### config.mk
export PLATFORM = sky130hd
export DESIGN_NAME = option_byte_decoder
export DESIGN_NICKNAME = d
export VERILOG_FILES = /design/src/verilog/option_bytes_pkg.sv /design/src/verilog/option_store.sv /design/src/verilog/option_byte_decoder.sv
export VERILOG_INCLUDE_DIRS = /design/src /design/src/verilog
export SDC_FILE = /design/constraint.sdc
export NUM_CORES = 1
export LEC_CHECK = 0
export CORE_UTILIZATION = 58
export DETAILED_ROUTE_END_ITERATION = 8
export DONT_BUFFER_PORTS = 1
export GPL_ROUTABILITY_DRIVEN = 0
export PLACE_DENSITY = 0.76
export SETUP_SLACK_MARGIN = 0.05
export SLEW_MARGIN = 10
export SYNTH_ARGS = -nofsm -noshare
export SYNTH_HDL_FRONTEND = slang
export SYNTH_SLANG_ARGS = --single-unit
### constraint.sdc
create_clock -name CLK_IN -period 2.3 [get_ports CLK_IN]
set_input_delay 0.23 -clock CLK_IN [delete_from_list [all_inputs] [get_ports CLK_IN]]
set_output_delay 0.23 -clock CLK_IN [all_outputs]
set_load 0.03 [all_outputs]
### src/verilog/option_bytes_regs.svh
`ifndef OPTION_BYTES_REGS_SVH
`define OPTION_BYTES_REGS_SVH
// option byte indices inside the nonvolatile option store
`define OPT_IDX_BOOT 2'h0
`define OPT_IDX_LOADER 2'h1
`define OPT_IDX_BROWNOUT 2'h2
`define OPT_IDX_WATCHDOG 2'h3
// boot/security byte fields
`define OPT_BOOT_SEL_BIT 7
`define OPT_PWM_TRI_BIT 5
`define OPT_DBG_DIS_BIT 4
`define OPT_RST_PIN_BIT 2
`define OPT_UNLOCK_BIT 1
// loader byte field
`define OPT_LOADER_SIZE_MSB 2
// brownout byte fields
`define OPT_BOD_ON_BIT 7
`define OPT_BOD_LVL_MSB 5
`define OPT_BOD_LVL_LSB 4
`define OPT_BOD_INHIBIT_BIT 3
`define OPT_BOD_RST_BIT 2
// watchdog byte field
`define OPT_WDT_MSB 7
`define OPT_WDT_LSB 4
`define OPT_WDT_TIMER_ONLY 4'hF
`define OPT_WDT_STOP_IDLE 4'h5
// erased option byte value
`define OPT_ERASED 8'hFF
// flash size in kilobytes, blank read value and reload step count
`define FLASH_TOTAL_KB 5'h10
`define FLASH_BLANK_READ 8'hFF
`define LOAD_CYCLES 3'h4
`endif

### src/verilog/option_bytes_pkg.sv
package option_bytes_pkg;
    // decoded options handed to consumers
    typedef struct packed {
        logic boot_from_app;
        logic pwm_tri_on_halt;
        logic debugger_on;
        logic reset_pin_is_reset;
        logic chip_locked;
        logic [4:0] loader_kb;
        logic [4:0] app_kb;
        logic bod_on;
        logic [1:0] bod_level;
        logic bod_inhibit;
        logic bod_reset_on;
        logic wdt_reset_on;
        logic wdt_stop_idle;
    } options_t;
    // programmer access request
    typedef struct packed {
        logic rd;
        logic wr;
        logic chip_erase;
        logic is_option;
        logic [1:0] opt_idx;
        logic [12:0] addr;
        logic [7:0] wdata;
    } prog_req_t;
    typedef enum logic [2:0] {
        ST_LOAD = 3'b001,
        ST_RUN = 3'b010,
        ST_ERASE = 3'b100
    } load_state_t;
endpackage

### src/verilog/option_store.sv
`include "option_bytes_regs.svh"
// four-byte nonvolatile option store model with registered read
module option_store (
    input wire logic CLK_IN,
    input wire logic RSTN_IN,
    input wire logic [1:0] RD_IDX_IN,
    input wire logic WR_IN,
    input wire logic [1:0] WR_IDX_IN,
    input wire logic [7:0] WR_DATA_IN,
    input wire logic ERASE_ALL_IN,
    output logic [7:0] RD_DATA_OUT
);
    import option_bytes_pkg::*;
    // whole store plus read register as one state word
    typedef struct packed {
        logic [3:0][7:0] mem;
        logic [7:0] rdata;
    } store_t;
    store_t q;
    store_t next_q;

    // program clears bits only, erase returns bytes to ones
    always_comb
    begin
        next_q = q;
        next_q.rdata = q.mem[RD_IDX_IN];
        if (ERASE_ALL_IN)
        begin
            next_q.mem = {4{`OPT_ERASED}};
        end
        else if (WR_IN)
        begin
            next_q.mem[WR_IDX_IN] = q.mem[WR_IDX_IN] & WR_DATA_IN;
        end
    end

    // reset stands for a blank part; real contents persist in silicon
    always_ff @(posedge CLK_IN or negedge RSTN_IN)
    begin
        if (!RSTN_IN)
        begin
            q <= {{4{`OPT_ERASED}}, `OPT_ERASED};
        end
        else
        begin
            q <= next_q;
        end
    end

    assign RD_DATA_OUT = q.rdata;
endmodule

### src/verilog/option_byte_decoder.sv
`include "option_bytes_regs.svh"
module option_byte_decoder (
    // clock and reset causes
    input wire logic CLK_IN,
    input wire logic RSTN_IN,
    input wire logic POR_IN,
    input wire logic ANY_RESET_IN,
    input wire logic SW_RESET_IN,
    // programmer side
    input wire option_bytes_pkg::prog_req_t PROG_REQ_IN,
    input wire logic [7:0] FLASH_RDATA_IN,
    // software, debug and supply inputs
    input wire logic SW_FLASH_WR_IN,
    input wire logic DEBUG_MODE_IN,
    input wire logic DEBUG_HALT_IN,
    input wire logic [5:0] PWM_PIN_SELECT_IN,
    input wire logic HARD_FAULT_IN,
    input wire logic VDD_LOW_IN,
    input wire logic IDLE_IN,
    input wire logic SW_CTRL_WR_IN,
    input wire logic [1:0] SW_CTRL_DATA_IN,
    // decoded options and run state
    output option_bytes_pkg::options_t OPTIONS_OUT,
    output logic READY_OUT,
    output logic BOOT_FROM_APP_OUT,
    // effects on pins and on the reset logic
    output logic [5:0] PWM_TRISTATE_OUT,
    output logic HARD_FAULT_RESET_OUT,
    output logic HARD_FAULT_FLAG_OUT,
    output logic PIN_RESET_ENABLE_OUT,
    // programmer answers and flash strobes
    output logic [7:0] PROG_RDATA_OUT,
    output logic PROG_RVALID_OUT,
    output logic FLASH_TOOL_WR_OUT,
    output logic FLASH_ERASE_ALL_OUT,
    // software flash gate, brownout and watchdog
    output logic SW_FLASH_WR_OK_OUT,
    output logic BROWNOUT_RESET_OUT,
    output logic WDT_RUNNING_OUT,
    output logic [1:0] SW_CTRL_OUT
);
    import option_bytes_pkg::*;

    // whole module state in one word
    typedef struct packed {
        // reload walk, run or erase
        load_state_t st;
        // reload step counter
        logic [2:0] cnt;
        // option byte being fetched
        logic [1:0] idx;
        // working copies of the four option bytes
        logic [3:0][7:0] shadow;
        // decoded view of the working copies
        options_t opt;
        // last tool read answer
        logic [7:0] prd;
        // tool read answer valid
        logic prv;
        // sticky debug hard fault flag
        logic fault_flag;
        // software-owned control copies
        logic [1:0] sw_ctrl;
        // boot block chosen at the last non-software reset
        logic boot_app;
    } state_t;
    state_t q;
    state_t next_q;

    // glue between the walk and the store
    logic [7:0] store_rdata; // registered store output
    logic store_wr; // tool programs an option byte
    logic store_erase; // whole chip erase reaches store

    // erased or reserved bits never change decoding
    function automatic options_t decode(input logic [3:0][7:0] b);
        options_t o;
        logic [2:0] ld;
        logic [3:0] wd;
        o = '0;
        // reserved bits of the loader and watchdog bytes are never looked at
        ld = b[`OPT_IDX_LOADER][`OPT_LOADER_SIZE_MSB:0];
        wd = b[`OPT_IDX_WATCHDOG][`OPT_WDT_MSB:`OPT_WDT_LSB];
        // boot and security byte
        o.boot_from_app = b[`OPT_IDX_BOOT][`OPT_BOOT_SEL_BIT];
        o.pwm_tri_on_halt = b[`OPT_IDX_BOOT][`OPT_PWM_TRI_BIT];
        o.debugger_on = !b[`OPT_IDX_BOOT][`OPT_DBG_DIS_BIT];
        o.reset_pin_is_reset = b[`OPT_IDX_BOOT][`OPT_RST_PIN_BIT];
        o.chip_locked = !b[`OPT_IDX_BOOT][`OPT_UNLOCK_BIT];
        // loader split; every 0xx code folds into the default arm
        case (ld)
            3'h7: o.loader_kb = 5'h0;
            3'h6: o.loader_kb = 5'h1;
            3'h5: o.loader_kb = 5'h2;
            3'h4: o.loader_kb = 5'h3;
            default: o.loader_kb = 5'h4;
        endcase
        // no loader block gives the whole array to the application
        o.app_kb = (ld == 3'h7) ? `FLASH_TOTAL_KB : 5'h8 - o.loader_kb;
        // brownout byte
        o.bod_on = b[`OPT_IDX_BROWNOUT][`OPT_BOD_ON_BIT];
        o.bod_level = b[`OPT_IDX_BROWNOUT][`OPT_BOD_LVL_MSB:`OPT_BOD_LVL_LSB];
        o.bod_inhibit = b[`OPT_IDX_BROWNOUT][`OPT_BOD_INHIBIT_BIT];
        o.bod_reset_on = b[`OPT_IDX_BROWNOUT][`OPT_BOD_RST_BIT];
        // watchdog code; any value but the timer-only code keeps reset on
        o.wdt_reset_on = (wd != `OPT_WDT_TIMER_ONLY);
        o.wdt_stop_idle = (wd == `OPT_WDT_STOP_IDLE);
        return o;
    endfunction

    // nonvolatile option bytes
    // read index follows the walk; writes come straight from the tool
    option_store u_store (
        .CLK_IN(CLK_IN),
        .RSTN_IN(RSTN_IN),
        .RD_IDX_IN(q.idx),
        .WR_IN(store_wr),
        .WR_IDX_IN(PROG_REQ_IN.opt_idx),
        .WR_DATA_IN(PROG_REQ_IN.wdata),
        .ERASE_ALL_IN(store_erase),
        .RD_DATA_OUT(store_rdata)
    );

    // option writes refused while locked; erase allowed while running, locked or not
    always_comb
    begin
        store_wr = (q.st == ST_RUN) && PROG_REQ_IN.wr && PROG_REQ_IN.is_option
            && !q.opt.chip_locked;
        // a whole erase is the only way out of the lock
        store_erase = (q.st == ST_RUN) && PROG_REQ_IN.chip_erase;
    end

    // reload walk, tool access and fault handling
    always_comb
    begin
        next_q = q;
        // valid is a one-cycle pulse
        next_q.prv = 1'b0;
        // hardware sets the fault flag; it stays until reset
        if (HARD_FAULT_IN && DEBUG_MODE_IN && q.opt.debugger_on)
        begin
            next_q.fault_flag = 1'b1;
        end
        // software may overwrite the copied controls at any time but the last reload step
        if (SW_CTRL_WR_IN)
        begin
            next_q.sw_ctrl = SW_CTRL_DATA_IN;
        end
        // walk, run and erase states
        case (q.st)
            ST_LOAD:
            begin
                // read data lag the index by one cycle, so step after capture
                next_q.cnt = q.cnt + 3'h1;
                if (q.cnt != 3'h0)
                begin
                    // brownout byte only refreshed on power-on
                    if ((q.idx - 2'h1) != `OPT_IDX_BROWNOUT || POR_IN)
                    begin
                        next_q.shadow[q.idx - 2'h1] = store_rdata;
                    end
                end
                // index wraps to zero after the last byte
                next_q.idx = q.idx + 2'h1;
                // last byte captured: decode and start running
                if (q.cnt == `LOAD_CYCLES)
                begin
                    next_q.st = ST_RUN;
                    next_q.opt = decode(next_q.shadow);
                    // control copies start from the fresh options
                    next_q.sw_ctrl = {next_q.opt.wdt_reset_on,
                        next_q.opt.bod_on};
                    // software reset keeps the previous boot block
                    if (!SW_RESET_IN)
                    begin
                        next_q.boot_app = next_q.opt.boot_from_app;
                    end
                end
            end
            ST_RUN:
            begin
                // erase has priority over a read or an option write
                if (PROG_REQ_IN.chip_erase)
                begin
                    next_q.st = ST_ERASE;
                end
                // reads answer one cycle later
                else if (PROG_REQ_IN.rd)
                begin
                    next_q.prv = 1'b1;
                    if (PROG_REQ_IN.is_option)
                    begin
                        // option space is never blanked by the lock
                        next_q.prd = q.shadow[PROG_REQ_IN.opt_idx];
                    end
                    else
                    begin
                        // main array shows blank ones while locked
                        next_q.prd = q.opt.chip_locked ? `FLASH_BLANK_READ
                            : FLASH_RDATA_IN;
                    end
                end
            end
            ST_ERASE:
            begin
                // erased option bytes are all ones and decode with the chip unlocked
                next_q.shadow = {4{`OPT_ERASED}};
                next_q.opt = decode({4{`OPT_ERASED}});
                // one cycle of not ready, then running again
                next_q.st = ST_RUN;
            end
            default:
            begin
                // unused state codes fall back into a reload
                next_q.st = ST_LOAD;
            end
        endcase
        if (ANY_RESET_IN)
        begin
            // any reset restarts the reload walk
            next_q.st = ST_LOAD;
            next_q.cnt = 3'h0;
            next_q.idx = 2'h0;
            // reset wins over a fault in the same cycle
            next_q.fault_flag = 1'b0;
        end
    end

    // single state register
    always_ff @(posedge CLK_IN or negedge RSTN_IN)
    begin
        if (!RSTN_IN)
        begin
            // options stay cleared until the walk has run
            q <= '{st: ST_LOAD, cnt: 3'h0, idx: 2'h0,
                shadow: {4{`OPT_ERASED}}, opt: '0, prd: 8'h00,
                prv: 1'b0, fault_flag: 1'b0, sw_ctrl: 2'h0, boot_app: 1'b0};
        end
        else
        begin
            // every field moves on each edge
            q <= next_q;
        end
    end

    // consumer outputs; pwm tristate is per channel
    always_comb
    begin
        // decoded view for the consumers
        OPTIONS_OUT = q.opt;
        // requests are taken only while running
        READY_OUT = (q.st == ST_RUN);
        BOOT_FROM_APP_OUT = q.boot_app;
        // pins float only on halt, and only where pwm owns the pin
        PWM_TRISTATE_OUT = (DEBUG_HALT_IN && q.opt.pwm_tri_on_halt)
            ? PWM_PIN_SELECT_IN : 6'h00;
        // debugging with the debugger on turns a fault into a flag
        HARD_FAULT_RESET_OUT = HARD_FAULT_IN
            && !(DEBUG_MODE_IN && q.opt.debugger_on);
        HARD_FAULT_FLAG_OUT = q.fault_flag;
        // shared pin acts as reset or as plain input
        PIN_RESET_ENABLE_OUT = q.opt.reset_pin_is_reset;
        // tool read answer
        PROG_RDATA_OUT = q.prd;
        PROG_RVALID_OUT = q.prv;
        // tool programming of the main array
        FLASH_TOOL_WR_OUT = (q.st == ST_RUN) && PROG_REQ_IN.wr
            && !PROG_REQ_IN.is_option && !q.opt.chip_locked;
        // whole erase passes on to the flash array
        FLASH_ERASE_ALL_OUT = store_erase;
        // lock plays no part in software writes
        SW_FLASH_WR_OK_OUT = SW_FLASH_WR_IN && !(q.opt.bod_on && q.opt.bod_inhibit
            && VDD_LOW_IN);
        // brownout reset needs both detection and its own enable
        BROWNOUT_RESET_OUT = q.opt.bod_on && q.opt.bod_reset_on && VDD_LOW_IN;
        // watchdog counts unless it is a plain timer or parked in idle
        WDT_RUNNING_OUT = q.opt.wdt_reset_on
            && !(IDLE_IN && q.opt.wdt_stop_idle);
        // software-visible control copies
        SW_CTRL_OUT = q.sw_ctrl;
    end
endmodule

==> run metrics, run 1 <==
status=complete, but fails checks; failing checks=hold timing; Slowest cell on crit path=or3b_4; area leader, netlist=dfstp_2; post-route ant nets=0; first-pass GRT wire length=23900 microns; DRT Wirelength=between 10000 and 15000 microns; placed inst area=about 6100 sq um; initial antenna violation count=0; Die Y-Extent=between 100 and 150 microns; worst-skew pair later-pin latency=0.52 ns; Hold Buf Count CTS=21; maxcap violations=0; gate count of the mapped netlist=573; relative slew slack=52.3%; CTS Buffer Depth=2; Core Rows=37; Vias=about 4500; Clock Power Share=34.2%; CP cell instances=or3b_4 > inv_2 > buf_6 > nand2_1 > nor3_1 > buf_4; WHS=-0.602 ns; die width=approximately 110 microns; final instance area=6960 sq um; Vias/cell=6.28; TritonCTS Buffers=17; largest net degree at the start of global routing=114; crit-path leading delay family=simple AND/OR/NAND/NOR gates; fmax=between 0.4 and 0.5 GHz; top cells by area, synth=dfstp_2 31%, dfrtp_1 16%, mux4_2 8.0%, a21oi_1 4.7%, buf_4 4.2%; Psw=about 2.6 mW; CTS tree=built; Initial Util=approximately 60%; crit path max fanout=3; Fin. Hold Viols=113; Internal=5.28 mW; DR iter-0 viols=294; fillcell total=774; Least-Margin Pin Slew=a little over 0.7 ns; Post-Synth XOR/XNOR Area=0.566%; io pins=between 100 and 150; Final min period=2.20 ns; largest family of logic cells by synthesized area=simple AND/OR/NAND/NOR gates; dominant synthesized flop cell=dfstp_2; Antenna diodes=0; Reg power frac=44.4%; synthesis-stage register bit count=around 110; synth unique cells=63; All-Layer GR Usage=28.4%; mux cell area share after synthesis=12.7%; area grow syn2layout=12.3%; hold crit path type=primary input to async pin; GRT overflow=0; net switching fraction of the power=33.3%; Total Nets Final=636; Max VDD drop=approximately 0.7 mV; unrepaired setup endpoints after global routing=no; vias in the first global route=about 4700; most frequent cells after synthesis=73 x dfstp_2, 58 x a21oi_1, 45 x nor2_1; root buffer cell=clkbuf_8; Worst-path clk slew=0.06 ns; DRC=0; top-count cell post-synth=dfstp_2; wire per inst=20.1 microns; Post-Synth Adder-Cell Area=1.62%; power density over the cells=approximately 1100 nW/um^2; Worst EP required=~2.1 ns; DRT Pass-1 Iters=5; core area=10300 sq um; CP bufs+invs=3; clock skew=0.00912 ns; period utilization=95.7%; Comb pwr share=21.5%; Setup CP Type=flip-flop to primary output; CTS HTree Levels=4; slowest stage delay, CP=0.42 ns; crit path DAT=about 2 ns; Slew Viols, Final=0; complex-gate fraction of the synthesized area=14.1%; Lkg Pwr=3.03 nW; Yosys top cell area share=31.0%; ys async rst share=100%; ratio of cells with drive above 1 in the final layout=a little under a third; clock sink total=113; Setup-failing EPs final=0; final setup TNS=0 ns; post-synthesis sequential area ratio=a little under half; number of synthesized flops with an enable pin=0; Cell Area, Synth=roughly 6200 sq um; Die ar.=around 11000 sq um; Critical Path Source Type=flip-flop; Synth Area in Simple Gates=14.7%; detailed-placement wirelength estimate=~9400 microns; port bufs=0; YS warnings=0; Mapped Avg Cell Area=10.8 sq um; crit end category=primary output
-- per-layer routing --
layer  vias up  wire length, microns  global-route usage [%]
li1       2053                     -                       -
met4         0                   459                    14.6
met2       167                  7740                    49.0
met3        33                   733                    5.19
met5         -                     0                       0
met1      2283                  5580                    33.9
-- final timing paths --
path                              startpoint           endpoint  slack [ns]  cells past startpoint
min in group CLK_IN        FLASH_RDATA_IN[6]  PROG_RDATA_OUT[6]           0                      4
max in group asynchronous            RSTN_IN      u_store.q[23]        2.66                      0
min reg2reg                    u_store.q[20]      u_store.q[20]        0.48                      2
min                                  RSTN_IN    OPTIONS_OUT[10]       -0.60                      0
max                                    q[74]  FLASH_TOOL_WR_OUT         0.1                      6
max reg2reg                            q[69]     SW_CTRL_OUT[1]        0.13                      7
-- through the flow --
| step | setup slack, ns | power, mW | cells | util, % |
|---|---|---|---|---|
| 2_1_floorplan | 0.155 | 4.95 | 574 | - |
| 3_3_place_gp | 0.271 | 5.07 | 665 | 58.9 |
| 3_5_place_dp | 0.218 | 5.15 | 665 | 58.9 |
| 4_1_cts | 0.0846 | 7.94 | 722 | 67.3 |
| 5_1_grt | 0.0561 | 8.28 | 722 | 67.4 |
| 6_report | 0.0989 | 7.91 | 722 | 67.4 |
-- power by group through the flow --
stage / combinational (mW) / clock (mW) / sequential, mW
floorplan: 1.94 / 0 / 3.01
global placement: 1.57 / 0 / 3.50
detailed placement: 1.62 / 0 / 3.53
CTS: 1.69 / 2.74 / 3.50
global route: 1.87 / 2.83 / 3.58
finish: 1.70 / 2.71 / 3.51
-- sequential cells by signal, indices dropped and copies added, names as in the netlist --
name                  count
BOOT_FROM_APP_OUT         1
HARD_FAULT_FLAG_OUT       1
OPTIONS_OUT              19
PIN_RESET_ENABLE_OUT      1
PROG_RDATA_OUT            8
PROG_RVALID_OUT           1
SW_CTRL_OUT               2
q                        40
u_store.RD_DATA_OUT       8
u_store.q                32
-- cells by family (layout without fill, tap and decap cells) --
kind of cell	after synthesis	in the layout
simple gates	172	173
compound gates	139	139
flops	113	113
buf+inv	88	99
mux	48	48
fa+ha+maj	8	8
xor+xnor	4	4
other cells	1	2
-- final cells by class --
| type | instances | area [sq um] | share of cell area [%] |
|---|---|---|---|
| inverter | 17 | 63.8 | 0.917 |
| clock buffer | 20 | 467 | 6.71 |
| tap | 136 | 170 | 2.45 |
| timing repair buffer | 50 | 444 | 6.39 |
| clock inverter | 12 | 154 | 2.21 |
| sequential | 113 | 2920 | 42.0 |
| multi-input combinational | 374 | 2740 | 39.3 |
-- cells in the final DEF, fill, tap and decap left out, types with 4 or more instances in the layout --
cell type       n
dfstp_2        73
a21oi_1        58
nor2_1         45
nand2_1        39
dfrtp_1        38
nor3_1         30
buf_4          27
mux4_2         22
mux2i_1        21
dlygate4sd3_1  21
o21ai_0        20
clkbuf_16      17
inv_1          16
o22ai_1        12
nand3_1        10
and3_1         10
ha_1            8
nor2b_1         5
o22a_1          5
nand4_1         5
a21o_1          5
a21oi_2         5
nand2b_1        4
a31oi_1         4
o311ai_0        4
a2bb2oi_1       4
-- what timing repair did --
action | in CTS | in global routing
resized for setup | 3 | 1
gates cloned | 1 | 0
setup endpoints to repair | 2 | 1
pin swaps | 2 | 0
endpoints found under the hold margin | 161 | 113
buffers inserted | 3 | 0
(Power assumes the default switching activity.)
==> inputs of run 2 (changes only) <==
--- a/config.mk
+++ b/config.mk
@@ -6,11 +6,12 @@
 export SDC_FILE = /design/constraint.sdc
 export NUM_CORES = 1
 export LEC_CHECK = 0
-export CORE_UTILIZATION = 58
+export CORE_UTILIZATION = 60
+export CTS_BUF_LIST = sky130_fd_sc_hd__clkbuf_8
 export DETAILED_ROUTE_END_ITERATION = 8
 export DONT_BUFFER_PORTS = 1
 export GPL_ROUTABILITY_DRIVEN = 0
-export PLACE_DENSITY = 0.76
+export PLACE_DENSITY = 0.79
 export SETUP_SLACK_MARGIN = 0.05
 export SLEW_MARGIN = 10
 export SYNTH_ARGS = -nofsm -noshare
==> run 2 against run 1 <==
Effect of this change: the run still ends with hold timing left; global-route usage is 0.17 points lower; worst hold slack improved by 0.076 ns; sequential share of layout area up 2.5 points.
==> run metrics, run 2 (synthesis results as in run 1) <==
status=complete, but fails checks (unchanged); failing checks=hold timing (unchanged); initial antenna violation count=0 (unchanged); crit path max fanout=5 (was 3); relative slew slack=52.3% (about the same); io pins=104 (unchanged); power density over the cells=1040 nW/um^2 (was 1140 nW/um^2); CTS tree=built (unchanged); Fin. Hold Viols=113 (unchanged); area grow syn2layout=6.08% (was 12.3%); first-pass GRT wire length=23400 microns (was 23900 microns); Final min period=2.19 ns (was 2.20 ns); wire per inst=20.3 microns (was 20.1 microns); maxcap violations=0 (unchanged); clock sink total=113 (unchanged); DRT Pass-1 Iters=5 (unchanged); crit end category=primary output (unchanged); Lkg Pwr=2.88 nW (was 3.03 nW); net switching fraction of the power=36.3% (was 33.3%); Critical Path Source Type=flip-flop (unchanged); fmax=0.456 GHz (was 0.454 GHz); commonest non-fill, non-tap cell in the layout=dfstp_2 (unchanged); largest net degree at the start of global routing=114 (unchanged); All-Layer GR Usage=28.2% (was 28.4%); CTS Buffer Depth=2 (unchanged); Hold Buf Count CTS=13 (was 21); Internal=4.37 mW (was 5.28 mW); Reg area=2920 sq um (unchanged); Initial Util=62.5% (was 60.0%); period utilization=95.4% (was 95.7%); Vias=4493 (was 4536); crit path DAT=1.96 ns (was 1.97 ns); WHS=-0.525 ns (was -0.602 ns); Clock Power Share=23.8% (was 34.2%); DRT Wirelength=14300 microns (was 14500 microns); Biggest register=q (unchanged); final setup TNS=0 ns (unchanged); commonest non-fill, non-tap cells in the layout=73 x dfstp_2, 58 x a21oi_1, 45 x nor2_1 (unchanged); TritonCTS Buffers=17 (unchanged); area of the multi-input gates=2730 sq um (was 2740 sq um); post-route ant nets=0 (unchanged); Vias/cell=6.35 (was 6.28); Antenna diodes=0 (unchanged); Psw=2.48 mW (was 2.64 mW); Die Y-Extent=104 microns (was 105 microns); fillcell total=736 (was 774); Comb pwr share=24.6% (was 21.5%); worst-skew pair later-pin latency=0.45 ns (was 0.52 ns); Setup-failing EPs final=0 (unchanged); core area=9910 sq um (was 10300 sq um); CTS HTree Levels=4 (unchanged); detailed-placement wirelength estimate=9620 microns (was 9410 microns); DRC=0 (unchanged); ratio of cells with drive above 1 in the final layout=30.8% (was 31.9%); unrepaired setup endpoints after global routing=yes (was no); Setup CP Type=flip-flop to primary output (unchanged); Largest register FFs=40 (unchanged); final instance area=6570 sq um (was 6960 sq um); hold crit path type=primary input to async pin (unchanged); clock skew=0.00852 ns (was 0.00912 ns); Worst EP required=2.07 ns (about the same); Slew Viols, Final=0 (unchanged); root buffer cell=clkbuf_8 (unchanged); Least-Margin Pin Slew=0.712 ns (about the same); placed inst area=6050 sq um (was 6080 sq um); Worst-path clk slew=0.07 ns (was 0.06 ns); DR iter-0 viols=312 (was 294); Die ar.=10700 sq um (was 11100 sq um); GRT overflow=0 (unchanged); port bufs=0 (unchanged); die width=104 microns (was 105 microns); FF-to-FF setup slack=0.21 ns (was 0.13 ns); Max VDD drop=0.507 mV (was 0.715 mV); Total Nets Final=626 (was 636); vias in the first global route=4528 (was 4697); Reg power frac=51.6% (was 44.4%); Core Rows=36 (was 37)
run 2: area by class of cell:
class | count | area share (%)
repair buffers | 41 | 5.18
flip-flops and latches | 113 | 44.5
multi-input cells | 373 | 41.6
well taps | 133 | 2.53
inverters | 17 | 0.971
clock buffers | 23 | 4.82
clock inverters | 8 | 0.457
run 2: path summary, 6_finish.rpt:
kind | from | endpoint | depth (start not counted)
worst max-delay path | q[74] | FLASH_TOOL_WR_OUT | 6
worst min-delay path | RSTN_IN | OPTIONS_OUT[13] | 0
worst max register to register | q[69] | SW_CTRL_OUT[1] | 8
worst min register to register | u_store.q[29] | u_store.q[29] | 2
max in group asynchronous | RSTN_IN | u_store.q[24] | 0
min in group CLK_IN | PROG_REQ_IN[23] | PROG_RDATA_OUT[2] | 2
run 2: critical path: stages (launching register included):
cell and delay [ns]:
dfrtp_2 0.43, or3b_4 0.44, inv_2 0.08, buf_4 0.17, nand2_1 0.06, nor3_1 0.14, buf_4 0.19
run 2: layer usage:
layer | vias up | GRT usage, % | routed length, microns
li1 | 2022 | - | -
met1 | 2244 | 34.9 | 5710
met2 | 187 | 45.9 | 7340
met3 | 40 | 8.50 | 898
met4 | 0 | 12.1 | 401
met5 | - | 0 | 0
run 2: metrics by stage:
step	cells	utilization [%]	setup slack [ns]	power (mW)
finish	708	66.3	0.105	6.85
global route	708	66.3	0.0453	7.20
CTS	705	66.0	0.0664	6.84
detailed placement	660	61.1	0.203	5.17
global placement	660	61.1	0.253	5.06
floorplan	574	-	0.155	4.95
run 2: power by group through the flow:
| stage | Clock (mW) | Combinational, mW | Sequential (mW) |
|---|---|---|---|
| after floorplan | 0 | 1.94 | 3.01 |
| after global placement | 0 | 1.55 | 3.51 |
| after detailed placement | 0 | 1.63 | 3.55 |
| after CTS | 1.65 | 1.67 | 3.52 |
| after global routing | 1.74 | 1.87 | 3.59 |
| final | 1.63 | 1.69 | 3.54 |
run 2: what timing repair did:
item,4_1_cts,5_1_grt
cloned,0,0
buffers inserted,1,3
resized for setup,2,2
setup endpoints to repair,2,3
endpoints found under the hold margin,136,113
pin swaps,1,1
